===== config.mk =====
export PLATFORM = sky130hd
export DESIGN_NAME = grayscale_pwm_engine
export DESIGN_NICKNAME = d
export VERILOG_FILES = /design/src/pwm_engine_pkg.sv /design/src/gray_level_compare.sv /design/src/grayscale_pwm_engine.sv
export SDC_FILE = /design/constraint.sdc
export NUM_CORES = 1
export LEC_CHECK = 0
export BUFFER_PORTS_ARGS = -buffer_cell sky130_fd_sc_hd__buf_2
export CAP_MARGIN = 0
export CORE_MARGIN = 2
export CORE_UTILIZATION = 35
export CTS_BUF_LIST = sky130_fd_sc_hd__clkbuf_16
export DETAILED_ROUTE_END_ITERATION = 8
export GPL_TIMING_DRIVEN = 0
export SLEW_MARGIN = 0
export SYNTH_ARGS = -nofsm -noshare
export SYNTH_HDL_FRONTEND = slang
export SYNTH_SLANG_ARGS = --single-unit

===== constraint.sdc =====
create_clock -name clk -period 4.55 [get_ports clk]
set_input_delay 0.91 -clock clk [delete_from_list [all_inputs] [get_ports clk]]
set_output_delay 0.91 -clock clk [all_outputs]
set_load 0.005 [all_outputs]

===== src/pwm_engine_pkg.sv =====
// Shared constants, carriers and state layout of the grayscale PWM engine
package pwm_engine_pkg;

    // ==========================================================
    // Widths and counts
    localparam int ADDR_W = 8;
    localparam int DATA_W = 32;
    localparam int CHANNELS = 16;
    localparam int GRAY_W = 12;
    localparam int SEG_BITS = 5;
    localparam int OFFSET_BITS = 7;
    localparam int ONTIME_W = 8;
    localparam logic [GRAY_W-1:0] COUNTER_ZERO = 12'h000;
    localparam logic [GRAY_W-1:0] COUNTER_ONE = 12'h001;
    localparam logic [GRAY_W-1:0] COUNTER_LAST = 12'hFFF;

    // ==========================================================
    // Register map (byte addresses, one 32-bit word each)
    localparam logic [ADDR_W-1:0] CONTROL_ADDR = 8'h00;
    localparam logic [ADDR_W-1:0] STROBE_ADDR = 8'h04;
    localparam logic [ADDR_W-1:0] STATUS_ADDR = 8'h08;
    localparam logic [1:0] GRAY_BANK = 2'h1;
    localparam logic [1:0] ACTIVE_BANK = 2'h2;

    // CONTROL fields
    localparam int BLANK_BIT = 0;
    localparam int SPECTRUM_BIT = 1;
    localparam int TIMING_RESET_BIT = 2;
    localparam int AUTO_REPEAT_BIT = 3;
    localparam logic BLANK_RESET = 1'b1;

    // STATUS fields
    localparam int STATUS_COUNTER_LSB = 0;
    localparam int STATUS_PHASE_LSB = 12;
    localparam int STATUS_PENDING_BIT = 14;
    localparam int STATUS_OUTPUTS_LSB = 16;

    // ==========================================================
    // Types
    typedef enum logic [1:0] {
        PHASE_HELD = 2'b00,
        PHASE_RUN = 2'b01,
        PHASE_DONE = 2'b10
    } phase_t;

    typedef struct packed {
        logic [ADDR_W-1:0] address;
        logic [DATA_W-1:0] writeData;
        logic writeStrobe;
        logic readStrobe;
    } reg_request_t;

    typedef struct packed {
        logic blank;
        logic spectrumModeSelect;
        logic timingResetEnable;
        logic autoRepeatEnable;
        phase_t phase;
        logic [GRAY_W-1:0] counter;
        logic gsclkPrev;
        logic refreshPending;
        logic [CHANNELS-1:0][GRAY_W-1:0] firstLatch;
        logic [CHANNELS-1:0][GRAY_W-1:0] secondLatch;
        logic [CHANNELS-1:0] sinkOutputChannel;
        logic [DATA_W-1:0] readData;
    } engine_state_t;

endpackage


===== src/gray_level_compare.sv =====
// Per-channel on/off decision for conventional and segmented PWM
`timescale 1ns/1ps
module gray_level_compare
    import pwm_engine_pkg::*;
(
    input wire logic [GRAY_W-1:0] grayLevel,
    input wire logic [GRAY_W-1:0] counter,
    input wire logic running,
    input wire logic spectrumModeSelect,
    output logic channelOn
);

    logic [GRAY_W-1:0] position;
    logic [SEG_BITS-1:0] segment;
    logic [SEG_BITS-1:0] rank;
    logic [OFFSET_BITS-1:0] offset;
    logic [ONTIME_W-1:0] onTime;
    logic counted;

    // ==========================================================
    // Segment decode
    // Counter value c covers the clock after the c-th edge, so position c-1 is used
    assign position = counter - COUNTER_ONE;
    assign segment = position[GRAY_W-1:OFFSET_BITS];
    assign offset = position[OFFSET_BITS-1:0];
    assign counted = running && (counter != COUNTER_ZERO);

    // The fill order 1,17,9,25,... is the bit reversal of the segment index
    always_comb begin
        for (int b = 0; b < SEG_BITS; b++) begin
            rank[b] = segment[SEG_BITS-1-b];
        end
    end

    // Each multiple of 32 adds a clock everywhere, remainder extends low ranks
    assign onTime = {1'b0, grayLevel[GRAY_W-1:SEG_BITS]} + {{(ONTIME_W-1){1'b0}}, (rank < grayLevel[SEG_BITS-1:0])};

    // ==========================================================
    // Decision
    always_comb begin
        if (spectrumModeSelect) begin
            channelOn = counted && ({1'b0, offset} < onTime);
        end else begin
            channelOn = counted && (counter <= grayLevel);
        end
    end

endmodule


===== src/grayscale_pwm_engine.sv =====
// Grayscale PWM engine: register port, gray latches, shared counter and 16 sink outputs
//
// Strobed register access and the register offsets were decided locally.
`timescale 1ns/1ps

module grayscale_pwm_engine
    import pwm_engine_pkg::*;
(
    input wire logic clk,
    input wire logic reset,
    input wire logic grayscaleReferenceClock,
    input wire reg_request_t busRequest,
    output logic [DATA_W-1:0] readData,
    output logic [CHANNELS-1:0] sinkOutputChannel
);

    engine_state_t state;
    engine_state_t next_state;

    logic [CHANNELS-1:0] channelOn;
    logic gsclkRise;
    logic controlWrite;
    logic strobeWrite;
    logic grayWrite;
    logic wordAligned;
    logic [1:0] bank;
    logic [3:0] channelIndex;
    logic restart;
    logic transfer;
    logic periodEnd;

    // ==========================================================
    // Per-channel comparators
    // Outputs are registered from these, so a sink follows the counter by one system clock
    generate
        for (genvar ch = 0; ch < CHANNELS; ch++) begin : gen_channel
            gray_level_compare compare (
                .grayLevel(state.secondLatch[ch]),
                .counter(state.counter),
                .running(state.phase == PHASE_RUN),
                .spectrumModeSelect(state.spectrumModeSelect),
                .channelOn(channelOn[ch])
            );
        end
    endgenerate

    // ==========================================================
    // Register port decode
    assign wordAligned = (busRequest.address[1:0] == 2'b00);
    assign bank = busRequest.address[ADDR_W-1:ADDR_W-2];
    assign channelIndex = busRequest.address[5:2];
    assign controlWrite = busRequest.writeStrobe && (busRequest.address == CONTROL_ADDR);
    assign strobeWrite = busRequest.writeStrobe && (busRequest.address == STROBE_ADDR);
    assign grayWrite = busRequest.writeStrobe && wordAligned && (bank == GRAY_BANK);

    // Reference clock is a synchronous input; an edge is a low-to-high step between samples
    assign gsclkRise = grayscaleReferenceClock && !state.gsclkPrev;

    // ==========================================================
    // Next-state logic
    always_comb begin
        next_state = state;
        restart = 1'b0;
        transfer = 1'b0;
        periodEnd = 1'b0;
        next_state.gsclkPrev = grayscaleReferenceClock;

        // Control bits take effect at once
        if (controlWrite) begin
            next_state.blank = busRequest.writeData[BLANK_BIT];
            next_state.spectrumModeSelect = busRequest.writeData[SPECTRUM_BIT];
            next_state.timingResetEnable = busRequest.writeData[TIMING_RESET_BIT];
            next_state.autoRepeatEnable = busRequest.writeData[AUTO_REPEAT_BIT];
            // Setting blank uploads waiting gray levels immediately
            if (busRequest.writeData[BLANK_BIT]) begin
                transfer = 1'b1;
            end
        end

        // First latch takes new gray levels at any time
        if (grayWrite) begin
            next_state.firstLatch[channelIndex] = busRequest.writeData[GRAY_W-1:0];
        end

        // Latch strobe
        if (strobeWrite) begin
            if (state.timingResetEnable) begin
                restart = 1'b1;
                transfer = 1'b1;
            end else if (state.blank) begin
                transfer = 1'b1;
            end else begin
                // Running display keeps its levels until the period ends
                next_state.refreshPending = 1'b1;
            end
        end

        // Counter sequencing
        if (next_state.blank) begin
            next_state.counter = COUNTER_ZERO;
            next_state.phase = PHASE_HELD;
        end else if (restart) begin
            // Same effect as a blank pulse; the edge of this cycle is not counted
            next_state.counter = COUNTER_ZERO;
            next_state.phase = PHASE_RUN;
        end else begin
            case (state.phase)
                PHASE_HELD: begin
                    // Blank just cleared: arm, the next edge is the first of the period
                    next_state.phase = PHASE_RUN;
                    next_state.counter = COUNTER_ZERO;
                end
                PHASE_RUN: begin
                    if (gsclkRise) begin
                        if (state.counter == COUNTER_LAST) begin
                            // 4096th edge closes the period
                            periodEnd = 1'b1;
                            next_state.counter = COUNTER_ZERO;
                            if (state.autoRepeatEnable) begin
                                next_state.phase = PHASE_RUN;
                            end else begin
                                next_state.phase = PHASE_DONE;
                            end
                        end else begin
                            next_state.counter = state.counter + COUNTER_ONE;
                        end
                    end
                end
                PHASE_DONE: begin
                    // Counter rests until blank or a timing-reset strobe restarts it
                    next_state.counter = COUNTER_ZERO;
                end
                default: begin
                    next_state.phase = PHASE_HELD;
                    next_state.counter = COUNTER_ZERO;
                end
            endcase
        end

        // Deferred refresh lands on the period boundary
        if (periodEnd && state.refreshPending) begin
            transfer = 1'b1;
        end

        if (transfer) begin
            next_state.secondLatch = next_state.firstLatch;
            next_state.refreshPending = 1'b0;
        end

        // Sink drive
        if (next_state.blank || restart || periodEnd) begin
            next_state.sinkOutputChannel = '0;
        end else begin
            // On-time sums to gray level clocks over the period in either mode
            next_state.sinkOutputChannel = channelOn;
        end

        // Read data stand only in the cycle after the read strobe
        next_state.readData = '0;
        if (busRequest.readStrobe && wordAligned) begin
            if (busRequest.address == CONTROL_ADDR) begin
                next_state.readData[BLANK_BIT] = state.blank;
                next_state.readData[SPECTRUM_BIT] = state.spectrumModeSelect;
                next_state.readData[TIMING_RESET_BIT] = state.timingResetEnable;
                next_state.readData[AUTO_REPEAT_BIT] = state.autoRepeatEnable;
            end else if (busRequest.address == STATUS_ADDR) begin
                next_state.readData[STATUS_COUNTER_LSB +: GRAY_W] = state.counter;
                next_state.readData[STATUS_PHASE_LSB +: 2] = state.phase;
                next_state.readData[STATUS_PENDING_BIT] = state.refreshPending;
                next_state.readData[STATUS_OUTPUTS_LSB +: CHANNELS] = state.sinkOutputChannel;
            end else if (bank == GRAY_BANK) begin
                next_state.readData[GRAY_W-1:0] = state.firstLatch[channelIndex];
            end else if (bank == ACTIVE_BANK) begin
                next_state.readData[GRAY_W-1:0] = state.secondLatch[channelIndex];
            end
        end
    end

    // ==========================================================
    // State register
    // Gray latches clear to zero so simulation never sees unknowns; software must still load them
    always_ff @(posedge clk) begin
        if (reset) begin
            state <= '0;
            state.blank <= BLANK_RESET;
            state.phase <= PHASE_HELD;
        end else begin
            state <= next_state;
        end
    end

    assign readData = state.readData;
    assign sinkOutputChannel = state.sinkOutputChannel;

endmodule


==> metrics.txt, run 1 <==
status=complete, but fails checks; failing checks=setup timing; Max-slew headroom=4.17%; Cell variety after synth=58; Hold Path Class=flop to flop; FF-to-FF Start=state[434]; Initial Util=35.3%; Final #Nets=3678; CP max FO=5; critical path launch point type=flop; min-delay src=sinkOutputChannel[1]; Die Y=291 um; worst-case reg-to-reg path depth=24; share of cells above drive strength 1=17.2%; Fin. Hold Viols=0; post-synth top area share=31.3%; most frequent CP cell=ha_4; DR WL/cell=26.5 um; first-pass GRT wire length=165 mm; Worst Tran Pin Value=1.44 ns; die area=84800 um2; sw power=2160 uW; Area after DPL=30700 um2; met1 Usage GRT=35.5%; root buf cell=clkbuf_16; Syn Inst Count=3071; core area=81800 um2; area growth from synthesis to layout=17.5%; crit path kind=flop to flop; clock share of power=49.1%; total gr overflow=0; Clk pin slew, worst setup/hold paths=0.07 ns; number of nets still failing antenna checks after routing=0; Rows=105; synthesized area per cell=9.40 um2; Flop pwr share=46.2%; DIE WIDTH=291 um; crit end category=flop; Layout Skew=0.0221 ns; Power Internal=6420 uW; # Max-Cap Violations=0; met3 usage=5.82%; DP HPWL=87.3 mm; Ports=93; Worst path slowest cell=dfxtp_4; number of cells on the critical path=24; largest net degree at the start of global routing=24; Clock Latency Late Sink=0.62 ns; combinational power share=4.7%; IO Port Bufs=66; PD cells=253 nW/um2; CTS buffer count=52; setup ws final=-0.0508 ns; synthesized area=28900 um2; Main synth FF type=dfxtp_1; crit-path leading delay family=adder cells; CTS tree=done; initial antenna violation count=3; Final Instance Area=33900 um2; Most Used Layer, Global Route=met2; fraction of registers with async set/reset=0%; worst path cell trace=clkbuf_16 > clkinvlp_4 > ha_4 > nor3b_4 > buf_4 > nand2b_4 > xnor2_4 > buf_12 > buf_12 > ha_4 > nand3_2 > a21oi_2 > a211o_1 > a21oi_2 > ha_2 > ha_4 > and3_4 > nand3_2 > xnor2_1 > ha_1 > nand4_1 > o211ai_1 > o311ai_1 > and3_1; routability cong.=0.983; top post-synthesis cells by area=dfxtp_1 31%, ha_1 17%, mux2i_1 7.7%; area of the multi-input gates=18900 um2; First-pass DRT Iterations=5; Final Cycle Share=101%; vias in the first global route=24109; hold depth=1; Detailed Route WL=116 mm; Post-Route Setup TNS=-0.0508 ns; Finished Core Util=41.4%; H-tree depth=2; Hold Slack=0.444 ns; vias per cell=5.81; via count=25305; fmax=217 MHz; maximum vdd drop=0.277 mV; CP Buf/Inv Count=5; DR iter-0 viols=2383; Sequential Area=9070 um2; synthesis warning total=0; final slew viol count=0; Tmin final=4.60 ns; slowest stage delay, CP=0.38 ns; clock sink total=451; setup violators final=1; Critical Path AT=5.09 ns; WP data required=5.04 ns; filler cell count=8038; number of synthesized flops with an enable pin=0; maximum root-to-sink buffer count=3; Syn Nets=3502; sequential share of the synthesized area=31.3%; met2 usage=40.4%; RSZ-0062 raised after global routing=yes; Leak Pwr=0.0137 uW; gr usage total=26.5%; Worst setup startpoint=state[434]; FF+latch count, synth=451; Final Power=8580 uW; DRC violation count after routing=0; most area-hungry cell type in the Yosys netlist=dfxtp_1; sw frac=25.2%
-- cells in the final DEF, fill, tap and decap left out, types with 12 or more instances in the layout --
master and instances:
nor2b_1 35, a211oi_1 207, ha_2 20, nand3_1 69
ha_4 27, mux2i_1 222, o21a_1 16, buf_4 112
clkbuf_1 82, and2_1 21, a211o_1 22, nor3_1 22
mux4_2 94, dfxtp_1 439, a21oi_2 22, o211ai_1 24
and3_4 16, xnor2_1 78, inv_1 209, buf_2 106
a21o_1 88, nor2_1 437, clkbuf_16 54, and3_1 34
o41ai_1 12, nand3_2 12, a21oi_1 89, buf_1 20
nand2_1 63, ha_1 339, a22oi_1 17, nand4_1 56
-- through the flow --
step,instances,worst slack [ns]
after floorplan,3071,0.00679
after global placement,4207,-2.50
after detailed placement,4210,-2.65
after CTS,4341,0.00303
after global routing,4356,-0.186
final,4358,-0.0508
-- registers in the layout, summed over array words and instances (netlist names) --
register	flops
state	404
readData	31
sinkOutputChannel	16
-- logic make-up (layout without fill, tap and decap cells) --
kind of cell,count (synthesis),count (layout),share of synthesized area [%]
fa+ha+maj,386,386,16.7
other cells,1,3,0.0130
compound gates,585,585,14.4
flops,451,451,31.3
buf+inv,426,641,6.63
simple gates,807,807,12.9
mux,317,317,15.1
xor+xnor,98,98,2.97
-- final cells by class --
class,instances,area share (%)
multi-input combinational,2194,55.6
clock inverter,40,1.06
antenna,2,0.0148
timing repair buffer,130,3.08
inverter,205,2.29
buffer,213,3.35
clock buffer,53,3.91
tap,1070,3.95
sequential,451,26.7
-- per-layer routing --
metal / vias up / share of wire [%]
li1: 11503 / -
met5: - / 0.020
met1: 12326 / 42
met3: 255 / 10
met4: 4 / 5.5
met2: 1217 / 43
-- power groups by stage --
stage,Sequential [uW],Clock (uW),Combinational [uW]
after floorplan,4050,0,222
after detailed placement,4060,0,388
after global routing,3960,4430,415
after global placement,4060,0,386
final,3960,4210,400
after CTS,3960,4250,389
-- cells in the mapped netlist, types with 44 or more instances --
cell / count
ha_1: 386
nor2_1: 437
nand2_1: 64
xnor2_1: 86
mux4_2: 94
a211oi_1: 210
a21oi_1: 111
nand3_1: 86
nand4_1: 56
inv_1: 205
and3_1: 52
mux2i_1: 222
buf_4: 69
a21o_1: 88
clkbuf_1: 87
buf_2: 44
dfxtp_1: 451
-- worst register-to-register path, cell delays in order, from the launching register on --
cell and delay, ns:
dfxtp_4 0.38, clkbuf_16 0.16, clkinvlp_4 0.17, ha_4 0.17, nor3b_4 0.24, buf_4 0.17, nand2b_4 0.07, xnor2_4 0.14
buf_12 0.17, buf_12 0.15, ha_4 0.24, nand3_2 0.06, a21oi_2 0.03, a211o_1 0.29, a21oi_2 0.17, ha_2 0.24
ha_4 0.14, and3_4 0.19, nand3_2 0.08, xnor2_1 0.15, ha_1 0.31, nand4_1 0.10, o211ai_1 0.19, o311ai_1 0.14
and3_1 0.30
-- path summary, 6_finish.rpt --
check	endpoint	slack (ns)
max	sinkOutputChannel[2]	-0.05
min	readData[17]	0.44
max reg2reg	sinkOutputChannel[2]	-0.05
min reg2reg	readData[17]	0.44
-- timing repair --
action                     4_1_cts  5_1_grt
setup buffers                   48       16
pin swaps                       27       93
resized for setup               74      116
hold buffers                     0        0
setup endpoints to repair       16       16
Note: power is estimated with default switching activity, not from simulation.
==> inputs of run 2 (changes only) <==
Settings changed: CORE_MARGIN 2 to default.
Clock period 4.55 ns to 5.45 ns, I/O delays scaled along.
==> run 2 against run 1 <==
- the run now ends clean
- critical path type unchanged
- highest routed layer unchanged
- utilization shrank 1.4 points
- critical path depth decreased by 7
- maximum frequency decreased by 13%
- critical endpoint is now sinkOutputChannel[4]
==> metrics.txt, run 2 (synthesis gave the netlist of run 1 again) <==
status=complete, no violations; core area=81100 um2 (-0.95%); number of nets still failing antenna checks after routing=0 (unchanged); DRC violation count after routing=0 (unchanged); First-pass DRT Iterations=6 (+1); maximum vdd drop=0.282 mV (+1.9%); # Max-Cap Violations=0 (unchanged); area growth from synthesis to layout=12.4%; R2R Setup Slk=0.17 ns (+0.22 ns); Sequential Area=9050 um2 (-0.23%); Layout Cells excl Fill=4299 (-1.4%); Ports=93 (unchanged); CTS buffer count=50 (-3.8%); share of cells above drive strength 1=12.2% (-5.0 points); clock share of power=48.5% (-0.6 points); filler cell count=8148 (+1.4%); Clk pin slew, worst setup/hold paths=0.06 ns (about the same); Final #Nets=3630 (-1.3%); IO Port Bufs=66 (unchanged); placed insts=4203 (-0.17%); most frequent CP cell=ha_1; sw frac=25.3% (+0.12 points); fmax=190 MHz (-13%); Worst path slowest cell=dfxtp_2; total gr overflow=0 (unchanged); critical path endpoint=sinkOutputChannel[4]; H-tree depth=2 (unchanged); area of the multi-input gates=18100 um2 (-4.2%); crit end category=flop; Detailed Route WL=112 mm (-2.9%); Critical Path AT=5.75 ns (+0.66 ns); most flop-heavy register=state; crit-path leading delay family=buffers and inverters; Hold Slack=0.456 ns (+0.0121 ns); WP data required=5.93 ns (+0.89 ns); largest net degree at the start of global routing=23 (-4.2%); Post-Route Setup TNS=0 ns (+0.0508 ns); crit path kind=flop to flop; CP Buf/Inv Count=2 (-3); Final Cycle Share=96.8% (-4.3 points); slowest stage delay, CP=0.78 ns (+0.40 ns); Fin. Hold Viols=0 (unchanged); vias per cell=5.86 (+0.96%); RSZ-0062 raised after global routing=yes; Initial Util=35.6% (+0.34 points); root buf cell=clkbuf_16; setup violators final=0 (-1); Leak Pwr=0.0135 uW (-1.6%); Worst setup startpoint=state[444]; DR WL/cell=26.1 um (-1.6%); Final Instance Area=32400 um2 (-4.3%); worst r2r dst=sinkOutputChannel[4]; via count=25202 (-0.41%); Final Power=7080 uW (-17%); Hold Path Class=flop to flop; initial antenna violation count=6 (+3); sw power=1790 uW (-17%); CTS tree=done; die area=83600 um2 (-1.4%); maximum root-to-sink buffer count=3 (unchanged); gr usage total=26.5% (-0.032 points); final slew viol count=0 (unchanged); vias in the first global route=23507 (-2.5%); Area after DPL=30700 um2 (about the same); DP HPWL=87.1 mm (-0.31%); combinational power share=4.7% (about the same); max reg flops=404 (unchanged); most frequent cells in the layout=440 x dfxtp_1, 437 x nor2_1, 386 x ha_1; Worst Tran Pin Value=1.44 ns (+0.000635 ns); cts hold-fix bufs=0 (unchanged); DIE WIDTH=289 um (-0.69%); first-pass GRT wire length=161 mm (-2.7%); Layout Skew=0.0309 ns (+0.00876 ns); DR iter-0 viols=2506 (+5.2%); clock sink total=451 (unchanged); FF-to-FF Start=state[444]; routability cong.=1.00 (+2.1%); PD cells=218 nW/um2 (-14%); CP max FO=17 (+12); Die Y=289 um (-0.69%); Flop pwr share=46.8% (+0.6 points); Tmin final=5.28 ns (+0.676 ns); Power Internal=5290 uW (-18%); Rows=104 (-0.95%); most common cell after layout, fill and taps aside=dfxtp_1; Clock Latency Late Sink=0.63 ns (about the same); critical path launch point type=flop; worst path cell trace=clkbuf_1 > nor4_2 > xnor2_2 > buf_4 > a21oi_1 > a211o_1 > a21oi_1 > ha_1 > ha_1 > and3_1 > nand3_1 > xnor2_1 > ha_1 > nand4_1 > o211ai_1 > o311ai_0 > and3_2; number of cells on the critical path=17 (-29%); worst-case reg-to-reg path depth=17 (-29%); Max-slew headroom=4.13% (-0.042 points)
-- run 2: through the flow --
step / worst slack [ns] / utilization (%)
6_report: 0.173 / 40.0
5_1_grt: -0.0215 / 40.0
4_1_cts: 0.00750 / 40.0
3_5_place_dp: -1.64 / 37.9
3_3_place_gp: -2.32 / 37.6
2_1_floorplan: 0.430 / -
-- run 2: cell type report --
type / count / share of cell area (%)
multi-input cells: 2194 / 55.7
flip-flops and latches: 451 / 27.9
well taps: 1060 / 4.09
clock buffers: 51 / 3.93
plain buffers: 219 / 3.52
inverters: 205 / 2.38
repair buffers: 78 / 1.46
clock inverters: 39 / 1.04
diodes: 2 / 0.0154
-- run 2: worst min path at each step --
stage                                     start           end  depth (start not counted)
final                      sinkOutputChannel[0]  readData[16]                          1
after global routing      sinkOutputChannel[15]  readData[31]                          1
after CTS                  sinkOutputChannel[0]  readData[16]                          1
after detailed placement   sinkOutputChannel[0]  readData[16]                          1
after global placement     sinkOutputChannel[2]  readData[18]                          1
after floorplan            sinkOutputChannel[0]  readData[16]                          1
-- run 2: routing by layer --
layer	track usage [%]	wire [um]
met1	36.9	48500
met2	39.7	47500
met3	5.23	11200
met4	11.2	5160
met5	0	35
-- run 2: power groups by stage --
stage / logic (uW) / clock network [uW] / registers, uW
after global routing: 341 / 3580 / 3310
after detailed placement: 322 / 0 / 3390
after global placement: 321 / 0 / 3390
after CTS: 323 / 3460 / 3310
after floorplan: 186 / 0 / 3380
final: 333 / 3430 / 3310
-- run 2: what timing repair did --
action / in CTS / in global routing
gates resized for setup: 17 / 9
cloned: 0 / 0
endpoints found under the setup margin: 16 / 14
buffers inserted: 4 / 2
pin swaps: 0 / 3
==> inputs of run 3 (changes only) <==
Settings changed: CORE_UTILIZATION 35 to 45.
==> run 3 against run 2 <==
- critical path depth is 1 higher
- maximum frequency increased by 0.25%
- first-iteration DRC count up 26%
- via count grew 2.5%
- global-route usage grew 9.5 points
- final area decreased by 0.37%
- final cell count decreased by 4.8%
- worst setup slack improved by 0.013 ns
- clock-buffer cell count increased by 1
- clock power rose by 3%
- largest cell class unchanged
==> metrics.txt, run 3 (synthesis gave the netlist of run 1 again) <==
Die Y=255 um (-12%); Clk pin slew, worst setup/hold paths=0.06 ns (about the same); Critical Path AT=5.78 ns (+0.03 ns); met1 wire length=51.8 mm (+6.8%); cts hold-fix bufs=0 (unchanged); maximum root-to-sink buffer count=3 (unchanged); Max Used Layer=met5; Fin. Hold Viols=0 (unchanged); number of nets still failing antenna checks after routing=0 (unchanged); # Max-Cap Violations=0 (unchanged); Layout Cells excl Fill=4091 (-4.8%); Ports=93 (unchanged); Final Cycle Share=96.6% (-0.25 points); Hold Path Class=flop to flop; placed insts=3992 (-5.0%); final slew viol count=0 (unchanged); die area=65100 um2 (-22%); DRC violation count after routing=0 (unchanged); vias in the first global route=24145 (+2.7%); critical path endpoint=sinkOutputChannel[0]; crit end category=flop; Leak Pwr=0.0136 uW (+0.69%); number of cells on the critical path=18 (+1); CTS buffer count=51 (+2.0%); status=complete, no violations; CTS tree=done; Power Internal=5410 uW (+2.4%); Worst Tran Pin Value=1.35 ns (-0.0867 ns); sw frac=24.7% (-0.63 points); H-tree depth=2 (unchanged); DP HPWL=91.9 mm (+5.6%); crit-path leading delay family=simple AND/OR/NAND/NOR gates; Rows=92 (-12%); met3 WL=14.4 mm (+29%); most flop-heavy register=state; Tmin final=5.26 ns (-0.0134 ns); PD cells=222 nW/um2 (+1.9%); core area=63200 um2 (-22%); R2R Setup Slk=0.19 ns (about the same); CP max FO=17 (unchanged); area growth from synthesis to layout=12.0%; vias per cell=6.32 (+7.7%); fmax=190 MHz (+0.25%); IO Port Bufs=66 (unchanged); Hold Slack=0.454 ns (-0.00209 ns); setup violators final=0 (unchanged); critical path launch point type=flop; slowest stage delay, CP=0.64 ns (-0.14 ns); clock share of power=49.2% (+0.7 points); Clock Latency Late Sink=0.63 ns (about the same); area of the multi-input gates=18100 um2 (about the same); most frequent cells in the layout=440 x dfxtp_1, 437 x nor2_1, 386 x ha_1; worst-case reg-to-reg path depth=18 (+1); total gr overflow=0 (unchanged); first-pass GRT wire length=167 mm (+4.1%); Final #Nets=3635 (+0.14%); Layout Skew=0.0289 ns (-0.00203 ns); largest net degree at the start of global routing=23 (unchanged); DIE WIDTH=255 um (-12%); Post-Route Setup TNS=0 ns (unchanged); Finished Core Util=51.2% (+11 points); via count=25839 (+2.5%); routability cong.=0.991 (-1.3%); gr usage total=36.0% (+9.5 points); share of cells above drive strength 1=12.2% (+0.039 points); WP data required=5.97 ns (+0.04 ns); filler cell count=5914 (-27%); Max-slew headroom=9.69% (+5.6 points); Flop pwr share=46.1% (-0.7 points); sw power=1770 uW (-0.95%); initial antenna violation count=5 (-1); most frequent CP cell=ha_1; Sequential Area=9040 um2 (about the same); worst r2r dst=sinkOutputChannel[0]; Detailed Route WL=118 mm (+4.8%); DR WL/cell=28.8 um (+10%); root buf cell=clkbuf_16; Worst path slowest cell=or4_1; combinational power share=4.6% (about the same); clock sink total=451 (unchanged); maximum vdd drop=0.274 mV (-3.1%); max reg flops=404 (unchanged); First-pass DRT Iterations=8 (+2); DR iter-0 viols=3167 (+26%); CP Buf/Inv Count=2 (unchanged); most common cell after layout, fill and taps aside=dfxtp_1; Initial Util=45.7% (+10 points); RSZ-0062 raised after global routing=no; worst path cell trace=buf_2 > or4_1 > nor4_2 > xnor2_2 > buf_4 > a21oi_1 > a211o_1 > a21oi_1 > ha_1 > ha_1 > and3_1 > nand3_1 > xnor2_1 > ha_1 > nand4_1 > o211ai_1 > o311ai_0 > and3_1; crit path kind=flop to flop; Routed met2 length=47.4 mm (-0.19%); Worst setup startpoint=state[438]; FF-to-FF Start=state[438]
## run 3: area by class of cell
| class | instances | area share (%) |
|---|---|---|
| diodes | 2 | 0.0155 |
| plain buffers | 219 | 3.54 |
| clock buffers | 52 | 4.03 |
| clock inverters | 40 | 1.18 |
| inverters | 205 | 2.39 |
| multi-input cells | 2194 | 55.9 |
| flip-flops and latches | 451 | 28.0 |
| well taps | 846 | 3.27 |
| repair buffers | 82 | 1.72 |
## run 3: per-stage QoR
| stage | worst slack, ns | instance area, um2 | total power, uW |
|---|---|---|---|
| finish | 0.187 | 32300 | 7190 |
| global route | 0.0193 | 32300 | 7350 |
| CTS | 0.0185 | 32300 | 7200 |
| detailed placement | -1.50 | 30500 | 3710 |
| global placement | -2.00 | 30200 | 3710 |
| floorplan | 0.430 | 28900 | 3570 |
## run 3: worst min-delay path by stage
stage                     startpoint      endpoint  slack [ns]  cells after the start
6_report        sinkOutputChannel[9]  readData[25]        0.45                      1
5_1_grt        sinkOutputChannel[13]  readData[29]        0.47                      1
3_5_place_dp   sinkOutputChannel[14]  readData[30]        0.44                      1
3_3_place_gp   sinkOutputChannel[12]  readData[28]        0.44                      1
2_1_floorplan   sinkOutputChannel[0]  readData[16]        0.43                      1
4_1_cts         sinkOutputChannel[9]  readData[25]        0.46                      1
## run 3: timing repair
item,in CTS,in global routing
endpoints found under the setup margin,16,14
pin swaps,0,2
gates resized for setup,15,6
endpoints found under the hold margin,0,0
setup buffers,4,3
## run 3: metal layers
metal	track usage, %	up-vias
li1	-	11401
met1	52.8	12726
met2	50.6	1495
met3	8.82	213
met4	12.3	4
met5	0	-
## run 3: power by group through the flow
| stage | registers, uW | clock network, uW | logic (uW) |
|---|---|---|---|
| 2_1_floorplan | 3380 | 0 | 186 |
| 3_3_place_gp | 3390 | 0 | 318 |
| 3_5_place_dp | 3390 | 0 | 322 |
| 4_1_cts | 3310 | 3560 | 323 |
| 5_1_grt | 3310 | 3700 | 342 |
| 6_report | 3320 | 3540 | 333 |
